<file path="src/hdl/stack_ops_params.svh">
// Constants for the return-stack and indexed-move execution block
`ifndef STACK_OPS_PARAMS_SVH
`define STACK_OPS_PARAMS_SVH
// ==========================================================
// Opcodes (full 16-bit first word, except OPC_INDEXED_HI which is bits 15:7)
`define OPC_POP          16'h0006
`define OPC_PUSH         16'h0005
`define OPC_CALL_WORKING 16'h0014
`define OPC_INDEXED_HI   9'h1D6
// ==========================================================
// Field positions
`define OFFSET_MSB       6
`define DEST_MSB         11
// ==========================================================
// Widths and sizes
`define PC_W             21
`define ADDR_W           12
`define STACK_DEPTH      31
`define PC_STEP          21'h000002
// ==========================================================
// Indirect-register window and reserved destinations
`define INDF_LO          12'hFD8
`define INDF_HI          12'hFEF
`define ADDR_PC_LOW      12'hFF9
`define ADDR_STACK_LOW   12'hFFD
`define ADDR_STACK_UPPER 12'hFFF
`define ZERO_BYTE        8'h00
`endif

</file>
<file path="src/hdl/stack_ops_pkg.sv">
// Types for the return-stack and indexed-move execution block
package stack_ops_pkg;
   // ==========================================================
   // Execution states and quarter phases
   typedef enum logic [1:0] {ST_IDLE, ST_CALL_NOP, ST_MOVE_FETCH, ST_MOVE_WRITE} exec_state_t;
   typedef enum logic [1:0] {Q1, Q2, Q3, Q4} quarter_t;
endpackage

</file>
<file path="src/hdl/quarter_gen.sv">
// Quarter-phase sequencer of the instruction cycle
`timescale 1ns/10ps
module quarter_gen
   import stack_ops_pkg::*;
(
   input  wire logic     clk_i,
   input  wire logic     rst_i,
   output quarter_t      phase_o
);
   // ==========================================================
   // Four quarters per instruction cycle
   always_ff @(posedge clk_i)
   begin
      if (rst_i)
         phase_o <= Q1;
      else
         phase_o <= quarter_t'(phase_o + 2'd1);
   end
endmodule

</file>
<file path="src/hdl/stack_ops_exec.sv">
// Execution of stack pop, push, call-through-working-register and indexed move
// ==========================================================
`timescale 1ns/10ps
`include "stack_ops_params.svh"
module stack_ops_exec
   import stack_ops_pkg::*;
#(
   parameter int DEPTH = `STACK_DEPTH
)
(
   input  wire logic                clk_i,
   input  wire logic                rst_i,
   input  wire logic [15:0]         instr_i,
   input  wire logic                instr_valid_i,
   input  wire logic [`PC_W-1:0]    pc_i,
   input  wire logic [7:0]          working_register_i,
   input  wire logic [7:0]          counter_latch_high_i,
   input  wire logic [7:0]          counter_latch_upper_i,
   input  wire logic [11:0]         pointer_register_two_i,
   input  wire logic [7:0]          mem_rdata_i,
   output logic [1:0]               phase_o,
   output logic                     busy_o,
   output logic                     pc_load_o,
   output logic [`PC_W-1:0]         pc_target_o,
   output logic [`PC_W-1:0]         top_of_stack_o,
   output logic [4:0]               stack_ptr_o,
   output logic                     mem_rd_o,
   output logic [`ADDR_W-1:0]       mem_raddr_o,
   output logic                     mem_we_o,
   output logic [`ADDR_W-1:0]       mem_waddr_o,
   output logic [7:0]               mem_wdata_o,
   output logic                     illegal_dest_o
);
   // ==========================================================
   // Phase and decode
   quarter_t              phase;
   exec_state_t           state;
   logic [`PC_W-1:0]      stack_mem [DEPTH];
   logic [4:0]            sp;
   logic [`ADDR_W-1:0]    src_addr;
   logic [7:0]            move_byte;
   logic                  cyc_start;
   logic                  is_pop;
   logic                  is_push;
   logic                  is_call_working;
   logic                  is_indexed_move;
   logic                  call_act;
   logic [`PC_W-1:0]      ret_addr;

   function automatic logic in_indirect(input logic [`ADDR_W-1:0] a);
      in_indirect = (a >= `INDF_LO) && (a <= `INDF_HI);
   endfunction

   function automatic logic protected_dest(input logic [`ADDR_W-1:0] a);
      protected_dest = (a == `ADDR_PC_LOW)
                       || ((a >= `ADDR_STACK_LOW) && (a <= `ADDR_STACK_UPPER));
   endfunction

   quarter_gen u_quarter
   (
      .clk_i   (clk_i),
      .rst_i   (rst_i),
      .phase_o (phase)
   );

   assign cyc_start = instr_valid_i && (state == ST_IDLE);
   assign is_pop    = cyc_start && (instr_i == `OPC_POP);
   assign is_push   = cyc_start && (instr_i == `OPC_PUSH);
   assign is_call_working = cyc_start && (instr_i == `OPC_CALL_WORKING);
   assign is_indexed_move = cyc_start && (instr_i[15:7] == `OPC_INDEXED_HI);
   assign ret_addr  = pc_i + `PC_STEP;

   always_ff @(posedge clk_i)
   begin
      if (rst_i)
         phase_o <= 2'h0;
      else
         phase_o <= phase;
   end

   // ==========================================================
   // Sequencer; decode is taken in Q1 only
   always_ff @(posedge clk_i)
   begin
      if (rst_i)
         state <= ST_IDLE;
      else
         unique case (state)
            ST_IDLE:
            begin
               if (phase == Q1 && is_call_working)
                  state <= ST_CALL_NOP;
               else if (phase == Q1 && is_indexed_move)
                  state <= ST_MOVE_FETCH;
            end
            ST_CALL_NOP:
            begin
               // First Q4 still closes cycle one; the second ends the idle cycle
               if (phase == Q4 && !call_act)
                  state <= ST_IDLE;
            end
            ST_MOVE_FETCH:
            begin
               if (phase == Q4)
                  state <= ST_MOVE_WRITE;
            end
            ST_MOVE_WRITE:
            begin
               if (phase == Q4)
                  state <= ST_IDLE;
            end
         endcase
   end

   always_ff @(posedge clk_i)
   begin
      if (rst_i)
         busy_o <= 1'b0;
      else if (phase == Q4)
         busy_o <= (state == ST_MOVE_FETCH) || call_act;
   end

   // Call in its first cycle; state has left idle before Q2, so push runs off this
   always_ff @(posedge clk_i)
   begin
      if (rst_i)
         call_act <= 1'b0;
      else if (phase == Q1 && is_call_working)
         call_act <= 1'b1;
      else if (phase == Q4)
         call_act <= 1'b0;
   end

   // ==========================================================
   // Return stack; overflow wraps silently, no error detection here
   always_ff @(posedge clk_i)
   begin
      if (rst_i)
         sp <= 5'h00;
      else if (phase == Q2 && (is_push || call_act))
      begin
         sp <= sp + 5'h01;
         stack_mem[sp] <= ret_addr;
      end
      else if (phase == Q3 && is_pop && sp != 5'h00)
         sp <= sp - 5'h01;
   end

   always_ff @(posedge clk_i)
   begin
      if (rst_i)
      begin
         stack_ptr_o    <= 5'h00;
         top_of_stack_o <= '0;
      end
      else
      begin
         stack_ptr_o    <= sp;
         top_of_stack_o <= (sp == 5'h00) ? '0 : stack_mem[sp - 5'h01];
      end
   end

   // ==========================================================
   // Call target; no shadow copies are taken
   always_ff @(posedge clk_i)
   begin
      if (rst_i)
      begin
         pc_load_o   <= 1'b0;
         pc_target_o <= '0;
      end
      else
      begin
         pc_load_o <= (phase == Q4) && call_act;
         if (phase == Q2 && call_act)
            pc_target_o <= {counter_latch_upper_i[4:0],
                            counter_latch_high_i,
                            working_register_i};
      end
   end

   // ==========================================================
   // Indexed to absolute move
   always_ff @(posedge clk_i)
   begin
      if (rst_i)
         src_addr <= '0;
      else if (phase == Q1 && is_indexed_move)
         src_addr <= pointer_register_two_i
                     + {5'h00, instr_i[`OFFSET_MSB:0]};
   end

   always_ff @(posedge clk_i)
   begin
      if (rst_i)
      begin
         mem_rd_o    <= 1'b0;
         mem_raddr_o <= '0;
      end
      else
      begin
         mem_rd_o    <= (state == ST_MOVE_FETCH) && (phase == Q3);
         mem_raddr_o <= src_addr;
      end
   end

   // Read data arrives with the read strobe; a source in the indirect window is still read from memory but stored as zero
   always_ff @(posedge clk_i)
   begin
      if (rst_i)
         move_byte <= 8'h00;
      else if (mem_rd_o)
         move_byte <= in_indirect(mem_raddr_o) ? `ZERO_BYTE : mem_rdata_i;
   end

   always_ff @(posedge clk_i)
   begin
      if (rst_i)
      begin
         mem_we_o       <= 1'b0;
         mem_waddr_o    <= '0;
         mem_wdata_o    <= 8'h00;
         illegal_dest_o <= 1'b0;
      end
      else
      begin
         mem_we_o <= (state == ST_MOVE_WRITE) && (phase == Q3)
                     && !protected_dest(instr_i[`DEST_MSB:0]);
         illegal_dest_o <= (state == ST_MOVE_WRITE) && (phase == Q3)
                     && protected_dest(instr_i[`DEST_MSB:0]);
         if (state == ST_MOVE_WRITE && phase == Q3)
         begin
            mem_waddr_o <= instr_i[`DEST_MSB:0];
            mem_wdata_o <= move_byte;
         end
      end
   end
endmodule

</file>
<file path="config.mk">
export PLATFORM = sky130hd
export DESIGN_NAME = stack_ops_exec
export DESIGN_NICKNAME = d
export VERILOG_FILES = /design/src/hdl/stack_ops_pkg.sv /design/src/hdl/quarter_gen.sv /design/src/hdl/stack_ops_exec.sv
export VERILOG_INCLUDE_DIRS = /design/src /design/src/hdl
export SDC_FILE = /design/constraint.sdc
export NUM_CORES = 1
export LEC_CHECK = 0
export ABC_AREA = 1
export ABC_CLOCK_PERIOD_IN_PS = 5690
export BUFFER_PORTS_ARGS = -buffer_cell sky130_fd_sc_hd__buf_2
export CORE_ASPECT_RATIO = 1.1
export CORE_MARGIN = 4
export CORE_UTILIZATION = 55
export CTS_CLUSTER_DIAMETER = 100
export DETAILED_ROUTE_END_ITERATION = 8
export PLACE_DENSITY = 0.73
export SYNTH_ARGS = -nofsm -noshare
export SYNTH_HDL_FRONTEND = slang
export SYNTH_SLANG_ARGS = --single-unit
</file>
<file path="constraint.sdc">
create_clock -name clk_i -period 5.69 [get_ports clk_i]
set_input_delay 0.569 -clock clk_i [delete_from_list [all_inputs] [get_ports clk_i]]
set_output_delay 0.569 -clock clk_i [all_outputs]
set_load 0.02 [all_outputs]
</file>
# --- Yosys cells after proc, flatten, opt, wreduce, memory -nomap -nowiden ---
# Memory sizes are Yosys's and may differ from the RTL's. A register that Yosys moved wholly into a read port is not among the register bits.
# Index checks and enable logic that the tools add are counted.
# W data, S select, Z words.
word_totals:
  ff_bits: 95
  latch_bits: 0
  ramBits: 651
  mem_bits_ro: 0
  inputBits: 84
  out_inout_bits: 86
  n_memories: 1
op_classes:
  addsub: 5
  n_mul: 0
  n_div: 0
  magnitude_cmp: 4
  eq_ne: 15
  shifts: 0
  mux: 14
  bitwise: 0
  reduce_logical: 32
mem_list:
  columns: ["memory", "depth", "width", "read_ports", "rd_ports_with_merged_regs", "wr", "line_no", "source"]
  rows:
  - ["stack_mem", 31, 21, 1, 1, 1, "stack_ops_exec.sv:38", "logic [`PC_W-1:0] stack_mem [DEPTH];"]
op_table:
  columns: ["operator", "count"]
  rows:
  - ["$eq A16 B3 Y1 const B", 2]
  - ["$ge A12 B12 Y1 const B", 2]
  - ["$le A12 B12 Y1 const B", 2]
  - ["$add A21 B2 Y21 const B", 1]
  - ["$logic_and A1 B1 Y1", 19]
  - ["$eq A16 B5 Y1 const B", 1]
  - ["$add A12 B7 Y12", 1]
  - ["$eq A12 B12 Y1 const B", 1]
  - ["$mux W2", 5]
  - ["$mux W5", 2]
  - ["$eq A9 B9 Y1 const B", 1]
  - ["$eq A2 B2 Y1 const B", 4]
  - ["$mux W8", 1]
  - ["$pmux W2 S4", 1]
  - ["$ne A2 B2 Y1 const B", 3]
  - ["$add A5 B1 Y5 const B", 1]
  - ["$logic_not A5 Y1", 1]
  - ["$mux W1", 5]
  - ["$reduce_bool A5 Y1", 1]
  - ["$sub A5 B1 Y5 const B", 1]
  - ["$eq A2 B1 Y1 const B", 2]
  - ["$logic_not A2 Y1", 2]
  - ["$reduce_and A4 Y1", 1]
  - ["$reduce_bool A2 Y1", 2]
  - ["5 further kinds", 8]

# --- Logic depth before layout (Yosys ltp) ---
# Gate-level depths: netlist of the first run.
logic_depth:
  word_depth: 8
  ltp_mapped: 16
  depth_no_buf: 10

# --- By module ---
# A second synthesis of the first run with hierarchy kept.
unflattened:
  hier_cells: 2882
  area_unflattened_um2: 31201.2
modules_own_cells:
  columns: ["module", "n_inst", "cells_per_inst", "area_per_inst_um2", "seq_area_each_um2"]
  rows:
  - ["stack_ops_exec", 1, 2874, 31138.6, 21830.9]
  - ["quarter_gen", 1, 8, 62.6, 40.0]

# --- Worst setup path before layout of the first run ---
# Ideal clock, no wire load.
synth_timing:
  path_kind: "input to register"
  from: "input instr_i[15]"
  to: "memory stack_mem[0][0] in the netlist's numbering (enable)"
  arrival_time_ns: 2.433
  t_required_ns: 5.291
  slack_ns: 2.859
  path_stages: 9
  path_buffers: 0
  path_cell_list: "nor2_1 -> nand2_1 -> nor2_1 -> nand2_1 -> nor2_1 -> nor2_1 -> nor2_2 -> nand2_1 -> nor2_1"
synth_between:
  elab_chain_cells: 7
synth_lines:
  columns: ["element", "line_no", "source"]
  rows:
  - ["start: declaration", "stack_ops_exec.sv:13", "input wire logic [15:0] instr_i,"]
  - ["$eq A16 B3 Y1 (no source line)", null, null]
  - ["$logic_and A1 B1 Y1", "stack_ops_exec.sv:68", "assign is_push = cyc_start && (instr_i == `OPC_PUSH);"]
  - ["$logic_or A1 B1 Y1", "stack_ops_exec.sv:140", "else if (phase == Q2 && (is_push || call_act))"]
  - ["$logic_and A1 B1 Y1", "stack_ops_exec.sv:140", null]
  - ["$mux W1", "stack_ops_exec.sv:140", null]
  - ["$mux W1", "stack_ops_exec.sv:138", "if (rst_i)"]
  - ["$mux W1 (not written as such)", "stack_ops_exec.sv:143", "stack_mem[sp] <= ret_addr;"]
  - ["end: declaration", "stack_ops_exec.sv:38", null]
# Every way passes these cells.

# --- Worst setup path in the final report of the first run ---
layout_timing:
  from: "register u_quarter.phase_o[1]"
  to: "memory stack_mem[28][17] in the netlist's numbering (enable)"
layout_between:
  elab_chain_cells: 5
layout_lines:
  columns: ["element", "line_no", "source"]
  rows:
  - ["start: declaration", "quarter_gen.sv:8", "output quarter_t phase_o"]
  - ["start signal: assignment", "quarter_gen.sv:17", "phase_o <= quarter_t'(phase_o + 2'd1);"]
  - ["$eq A2 B1 Y1", "stack_ops_exec.sv:140", null]
  - ["$logic_and A1 B1 Y1", "stack_ops_exec.sv:140", null]
  - ["$mux W1", "stack_ops_exec.sv:140", null]
  - ["$mux W1", "stack_ops_exec.sv:138", null]
  - ["$mux W1 (not written as such)", "stack_ops_exec.sv:143", null]
# Every way passes these cells.

==> results of run 1 <==
==> worst register-to-register path: cells and delay by family (launching register included) <==
| kind | cells | cell delay, ps |
|---|---|---|
| buf+inv | 3 | 1100 |
| simple gates | 5 | 2490 |
| flops | 1 | 330 |
| fa+ha+maj | 1 | 170 |
==> registers in the layout (all words and copies together) (netlist names), 8 cells and up <==
name / flops
stack_mem: 651
pc_target_o: 21
top_of_stack_o: 21
mem_raddr_o: 12
mem_waddr_o: 12
src_addr: 12
mem_wdata_o: 8
move_byte: 8
==> layer usage <==
| layer | up-vias | track usage, % |
|---|---|---|
| met5 | - | 0 |
| met4 | 0 | 8.03 |
| met3 | 159 | 4.77 |
| met2 | 1178 | 41.4 |
| met1 | 10491 | 33.7 |
| li1 | 10110 | - |
==> metrics by stage <==
step / hold WS (ps) / cell area [sq um]
after global placement: 413 / 33000
after global routing: 215 / 35400
final: 214 / 35400
after CTS: 182 / 35400
after detailed placement: 416 / 33000
after floorplan: 400 / 31200
==> logic make-up after synthesis <==
logic type      Yosys count
simple gates           1448
xor+xnor                 28
fa+ha+maj                18
compound gates          346
flops                   767
buf+inv                 258
==> layout by cell type, fill, tap and decap left out, types with 3 or more instances in the layout <==
master and n:
buf_2 166, xor2_4 7, o21ai_0 269, xnor2_2 6, nand2_1 504, nor2_1 564
xnor2_1 3, a21oi_1 51, dfxtp_1 115, clkbuf_2 3, ha_1 16, inv_1 92
nand3b_1 4, nor2_2 32, nand3_1 321, clkbuf_8 6, clkinv_2 14, nand4_1 8
clkinv_1 10, bufinv_16 4, o211ai_1 21, xor2_1 3, clkbuf_1 13, xor2_2 6
xnor2_4 3, clkinvlp_4 6, clkbuf_16 78, buf_4 57, nor3_1 7, edfxtp_1 651
==> power groups by stage <==
stage / clock network, uW / logic (uW) / registers, uW
floorplan: 0 / 138 / 6240
global placement: 0 / 261 / 6240
detailed placement: 0 / 273 / 6240
CTS: 4890 / 275 / 6120
global route: 5150 / 306 / 6120
finish: 4830 / 278 / 6120
==> layout make-up <==
cell class / count / area (sq um) / area share [%]
Tap cell: 744 / 931 / 2.63
Clock buffer: 100 / 2100 / 5.92
Inverter: 95 / 368 / 1.04
Timing Repair Buffer: 224 / 1280 / 3.61
Clock inverter: 37 / 303 / 0.855
Multi-Input combinational cell: 1840 / 8560 / 24.2
Antenna cell: 1 / 2.50 / 0.00707
Sequential cell: 767 / 21900 / 61.8
==> final timing paths <==
check                                                startpoint                     endpoint
worst min register to register        src_addr[10]$_SDFFE_PP0P_   mem_raddr_o[10]$_SDFF_PP0_
worst max register to register  u_quarter.phase_o[1]$_SDFF_PP0_  stack_mem[28][17]$_DFFE_PP_
worst max-delay path            u_quarter.phase_o[1]$_SDFF_PP0_  stack_mem[28][17]$_DFFE_PP_
worst min-delay path                             mem_rdata_i[0]    move_byte[0]$_SDFFE_PP0P_
==> flow_summary.yaml, run 1 <==
critical_path:
  cp_num_cells: 9
  rr_worst_depth: 9
  critPathKind: "flop to flop"
  cp-start-kind: "flop"
  r2r_slack_ps: 1340
  critPathCaptureType: "flop"
  crit_path_top_delay_cell: "nor2_2"
  arrival_ps: 4680
  critPathBufInv: 3
  crit_required_ps: 6020
  crit_chain: "inv_1, ha_1, nand2_1, inv_1, nor2_1, nor2_2, nand2_1, nor2_2, buf_4"
  worstPathMaxFanout: 23
  cpPeakStageDelay_ps: 1080
  cp_top_family: "simple AND/OR/NAND/NOR gates"
global_route:
  grt_overflow_total: 0
  grt_pass1_vias: 20699
  antenna_found_initial: 1
  grt.total_usage_pct: 24.9
  grt_max_degree: 213
  grt_pass1_wl_mm: 118
logic_synthesis:
  post-synth-top-count-cell: "edfxtp_1"
  synth_flop_cell: "edfxtp_1"
  synth_top_family_by_area: "simple AND/OR/NAND/NOR gates"
  synth_mux_area_share_pct: 0
  synthSimpleGateAreaFrac_pct: 19.0
  synth-xor-area-share_pct: 0.894
  yosysTopAreaCellShare_pct: 62.6
  ys_ff_latch: 767
  synth_compound_area_share_pct: 5.75
  netlist_top_cells_area: "edfxtp_1, dfxtp_1, nor2_1, nand2_1, nand3_1"
  synth.cell_area_sq_mm: 0.0312
  seq_area_frac_synth_pct: 70.1
  yosysWarnings: 0
  avgSynthCellArea_sq_um: 10.9
  syn_nets: 2967
  synthAdderAreaFrac_pct: 0.746
  synth_edf_count: 651
  synth_area_leader_cell: "edfxtp_1"
  synthDistinctLibCells: 39
  netlist_top_cells_count: "edfxtp_1, nor2_1, nand2_1"
  synth-async-reset-ratio_pct: 0
  syn_inst: 2865
pwr:
  p_int_uw: 8970
  sw_frac_of_total_pct: 20.1
  power_frac_seq_pct: 54.5
  power_uw: 11200
  power_frac_comb_pct: 2.5
  power_switching_uw: 2260
  power_density_mw_per_mm2: 317
  p_clk_share_pct: 43.0
  irDropWorstVdd_uv: 310
  p_leak_uw: 0.0131
floorplan:
  die-area_sq_mm: 0.0606
  initial_core_util_pct: 55.6
  dieHeight_microns: 258
  core_area_sq_mm: 0.0561
  rows: 91
  die_x_microns: 235
  ios: 170
routing:
  ant_nets: 0
  dr_total_vias: 21938
  viasPerCell: 5.76
  routedWlPerCell_microns: 20.4
  routed-wl-met2_mm: 37.1
  dr.first_iter.drc_count: 2453
  wl_met3_mm: 7.80
  wl_mm: 77.6
  drt-met1-wl_mm: 30.6
  post-route-drc-count: 0
  top_layer_used: "met4"
  dr.pass1.iters: 5
min_path:
  worstHoldPathCells: 3
  hold_class: "input pin to flop"
place:
  routabilityCongestion: 0.864
  placed_cells: 3670
  place_ws_ps: 1350
  dpl.hpwl_mm: 44.0
  io_buffers: 166
final_layout:
  drive_gt1_share_pct: 13.1
  layout.cells.non_filler: 3808
  fin_util_pct: 63.1
  layout.nets: 3105
  fillers: 4189
  area_growth_syn_to_layout_pct: 13.5
sta:
  tns_ps: 0
  fin_crit_sh_pct: 76.4
  period_minus_slack_ps: 4350
  rsz0062_at_grt: "no"
  maxSlewHeadroom_pct: 10.2
  clock.fmax_mhz: 230
  finalHoldViolations: 0
  setup_viol: 0
  worstMarginPinSlew_ps: 1350
  skew_ps: 16.8
  setup_ws_ps: 1340
  drv_slew: 0
clock_tree:
  clk_root_buffer_cell: "clkbuf_16"
  htree_levels: 3
  post_cts_buffers: 0
  ctsHoldBuffers: 0
  clock_path_buffers: 3
  cts_tree: "done"
  ctsResizeCount: 0
  cts_sinks: 767
  path_clk_slew_ps: 60
  worstSkewPairLatency_ps: 620
  numCtsBuffers: 75
run:
  cap_violations: 0
status:
  status: "finished, final reports clean"
(Power assumes the default switching activity.)
==> run 2: changes to the inputs <==
--- a/config.mk
+++ b/config.mk
@@ -7,7 +7,7 @@
 export NUM_CORES = 1
 export LEC_CHECK = 0
 export ABC_AREA = 1
-export ABC_CLOCK_PERIOD_IN_PS = 5690
+export ABC_CLOCK_PERIOD_IN_PS = 4450
 export BUFFER_PORTS_ARGS = -buffer_cell sky130_fd_sc_hd__buf_2
 export CORE_ASPECT_RATIO = 1.1
 export CORE_MARGIN = 4
==> constraint.sdc (replaced) <==
create_clock -name clk_i -period 4.45 [get_ports clk_i]
set_input_delay 0.445 -clock clk_i [delete_from_list [all_inputs] [get_ports clk_i]]
set_output_delay 0.445 -clock clk_i [all_outputs]
set_load 0.02 [all_outputs]
==> run 2 against run 1 <==
Core utilization rose by 0.26 points. Critical path depth rose by 1. Combinational power rose by 34%. First-iteration DRC count rose by 2.5%. Clock power rose by 27%. Hold slack got worse by 120 ps. Clock-buffer cell count rose by 2. Register-to-register slack got worse by 540 ps. Worst setup slack got worse by 540 ps.
==> flow_summary.yaml, run 2 (synthesis gave the netlist of run 1 again) <==
clock_tree:
  worstSkewPairLatency_ps: 610
  post_cts_buffers: 0
  cts_sinks: 767
  htree_levels: 3
  clock_path_buffers: 3
  ctsResizeCount: 0
  path_clk_slew_ps: 60
  numCtsBuffers: 75
  cts_tree: "done"
  ctsHoldBuffers: 0
  clk_root_buffer_cell: "clkbuf_16"
sta:
  fin_crit_sh_pct: 82.1
  maxSlewHeadroom_pct: 17.2
  finalHoldViolations: 0
  period_minus_slack_ps: 3650
  worstMarginPinSlew_ps: 1240
  drv_slew: 0
  rsz0062_at_grt: "no"
  clock.fmax_mhz: 274
  skew_ps: 23.0
  tns_ps: 0
  setup_viol: 0
critical_path:
  r2r-start: "u_quarter.phase_o[1]$_SDFF_PP0_"
  rr_worst_depth: 10
  r2r_slack_ps: 800
  arrival_ps: 3940
  crit_start: "u_quarter.phase_o[1]$_SDFF_PP0_"
  critPathCaptureType: "flop"
  critPathKind: "flop to flop"
  crit_required_ps: 4740
  rr_endpoint: "stack_mem[11][5]$_DFFE_PP_"
  cp-start-kind: "flop"
  worstPathMaxFanout: 23
final_layout:
  area_growth_syn_to_layout_pct: 14.0
  multi_input_area_sq_mm: 0.00864
  layout.nets: 3112
  drive_gt1_share_pct: 13.1
  reg_top3: "stack_mem (651), pc_target_o (21), top_of_stack_o (21)"
  layout_common_cells: "edfxtp_1, nor2_1, nand2_1, nand3_1, o21ai_0"
  top_register: "stack_mem"
  fillers: 4161
  seq_area_sq_mm: 0.0219
  final_common_cell: "edfxtp_1"
  largest_register_ffs: 651
pwr:
  p_int_uw: 11400
  power_switching_uw: 2910
  power_frac_seq_pct: 54.7
  power_frac_comb_pct: 2.6
  irDropWorstVdd_uv: 456
  p_clk_share_pct: 42.7
  p_leak_uw: 0.0132
  power_density_mw_per_mm2: 402
  power_uw: 14300
  sw_frac_of_total_pct: 20.4
global_route:
  grt.total_usage_pct: 25.8
  grt_pass1_wl_mm: 122
  grt_overflow_total: 0
  antenna_found_initial: 5
  grt_max_degree: 243
  grt_pass1_vias: 21319
min_path:
  hold_path.startpoint: "mem_rdata_i[7]"
  worstHoldPathCells: 3
  whs_endpoint: "move_byte[7]$_SDFFE_PP0P_"
  hold_class: "input pin to flop"
floorplan:
  dieHeight_microns: 258
  core_area_sq_mm: 0.0561
  initial_core_util_pct: 55.6
  die_x_microns: 235
  ios: 170
  rows: 91
  die-area_sq_mm: 0.0606
place:
  io_buffers: 166
  routabilityCongestion: 0.879
  dpl.hpwl_mm: 44.7
routing:
  post-route-drc-count: 0
  viasPerCell: 5.76
  dr.pass1.iters: 6
  dr_total_vias: 21956
  wl_mm: 79.5
  routedWlPerCell_microns: 20.8
  dr.first_iter.drc_count: 2514
  ant_nets: 0
status:
  status: "finished, final reports clean"
run:
  cap_violations: 0
==> run 2: changes by cell type in the layout (fill, tap and decap cells not counted), sizes merged <==
cell	change
clkinvlp	-5
bufinv	-1
buf	+7
clkbuf	+2
clkinv	+4
==> run 2: worst max-delay path by stage <==
stage	endpoint	slack, ps	depth (start not counted)
4_1_cts	stack_mem[11][11]$_DFFE_PP_	770	10
2_1_floorplan	stack_mem[0][0]$_DFFE_PP_	1740	9
3_5_place_dp	stack_mem[11][11]$_DFFE_PP_	790	10
5_1_grt	stack_mem[11][14]$_DFFE_PP_	550	10
6_report	stack_mem[11][5]$_DFFE_PP_	800	10
3_3_place_gp	stack_mem[14][5]$_DFFE_PP_	930	10
==> run 2: critical path, stage by stage, from the launching register on <==
cell	delay, ps
dfxtp_1	330
inv_1	100
ha_1	160
nand2_1	60
buf_4	200
inv_1	520
nor2_1	370
nor2_2	250
nand2_1	340
nor2_2	630
buf_4	340
==> run 2: layer usage <==
| metal | global-route usage [%] | share of wire [%] | up-vias |
|---|---|---|---|
| met5 | 0 | 0 | - |
| met2 | 42.7 | 48 | 1178 |
| met3 | 4.65 | 9.6 | 182 |
| li1 | - | - | 10118 |
| met1 | 34.1 | 38 | 10478 |
| met4 | 10.8 | 3.8 | 0 |
==> run 2: stage by stage <==
step	setup slack [ps]	instances	instance area, sq um	utilization (%)	hold slack, ps
CTS	770	3814	35600	63.3	65.8
finish	796	3815	35600	63.3	89.8
global placement	928	3677	33200	59.1	411
floorplan	1740	2865	31200	-	400
detailed placement	794	3677	33200	59.1	411
global route	550	3814	35600	63.3	84.6
==> run 2: final cells by class <==
class | count | share of cell area [%]
Sequential cell | 767 | 61.5
Multi-Input combinational cell | 1840 | 24.3
Clock buffer | 102 | 5.87
Timing Repair Buffer | 231 | 3.88
Tap cell | 744 | 2.62
Inverter | 95 | 1.03
Clock inverter | 35 | 0.785
Antenna cell | 1 | 0.00704
==> run 2: power groups by stage <==
stage | combinational (uW) | sequential, uW | clock (uW)
finish | 373 | 7830 | 6110
global route | 404 | 7820 | 6520
CTS | 369 | 7830 | 6190
detailed placement | 366 | 7980 | 0
global placement | 347 | 7980 | 0
floorplan | 176 | 7980 | 0
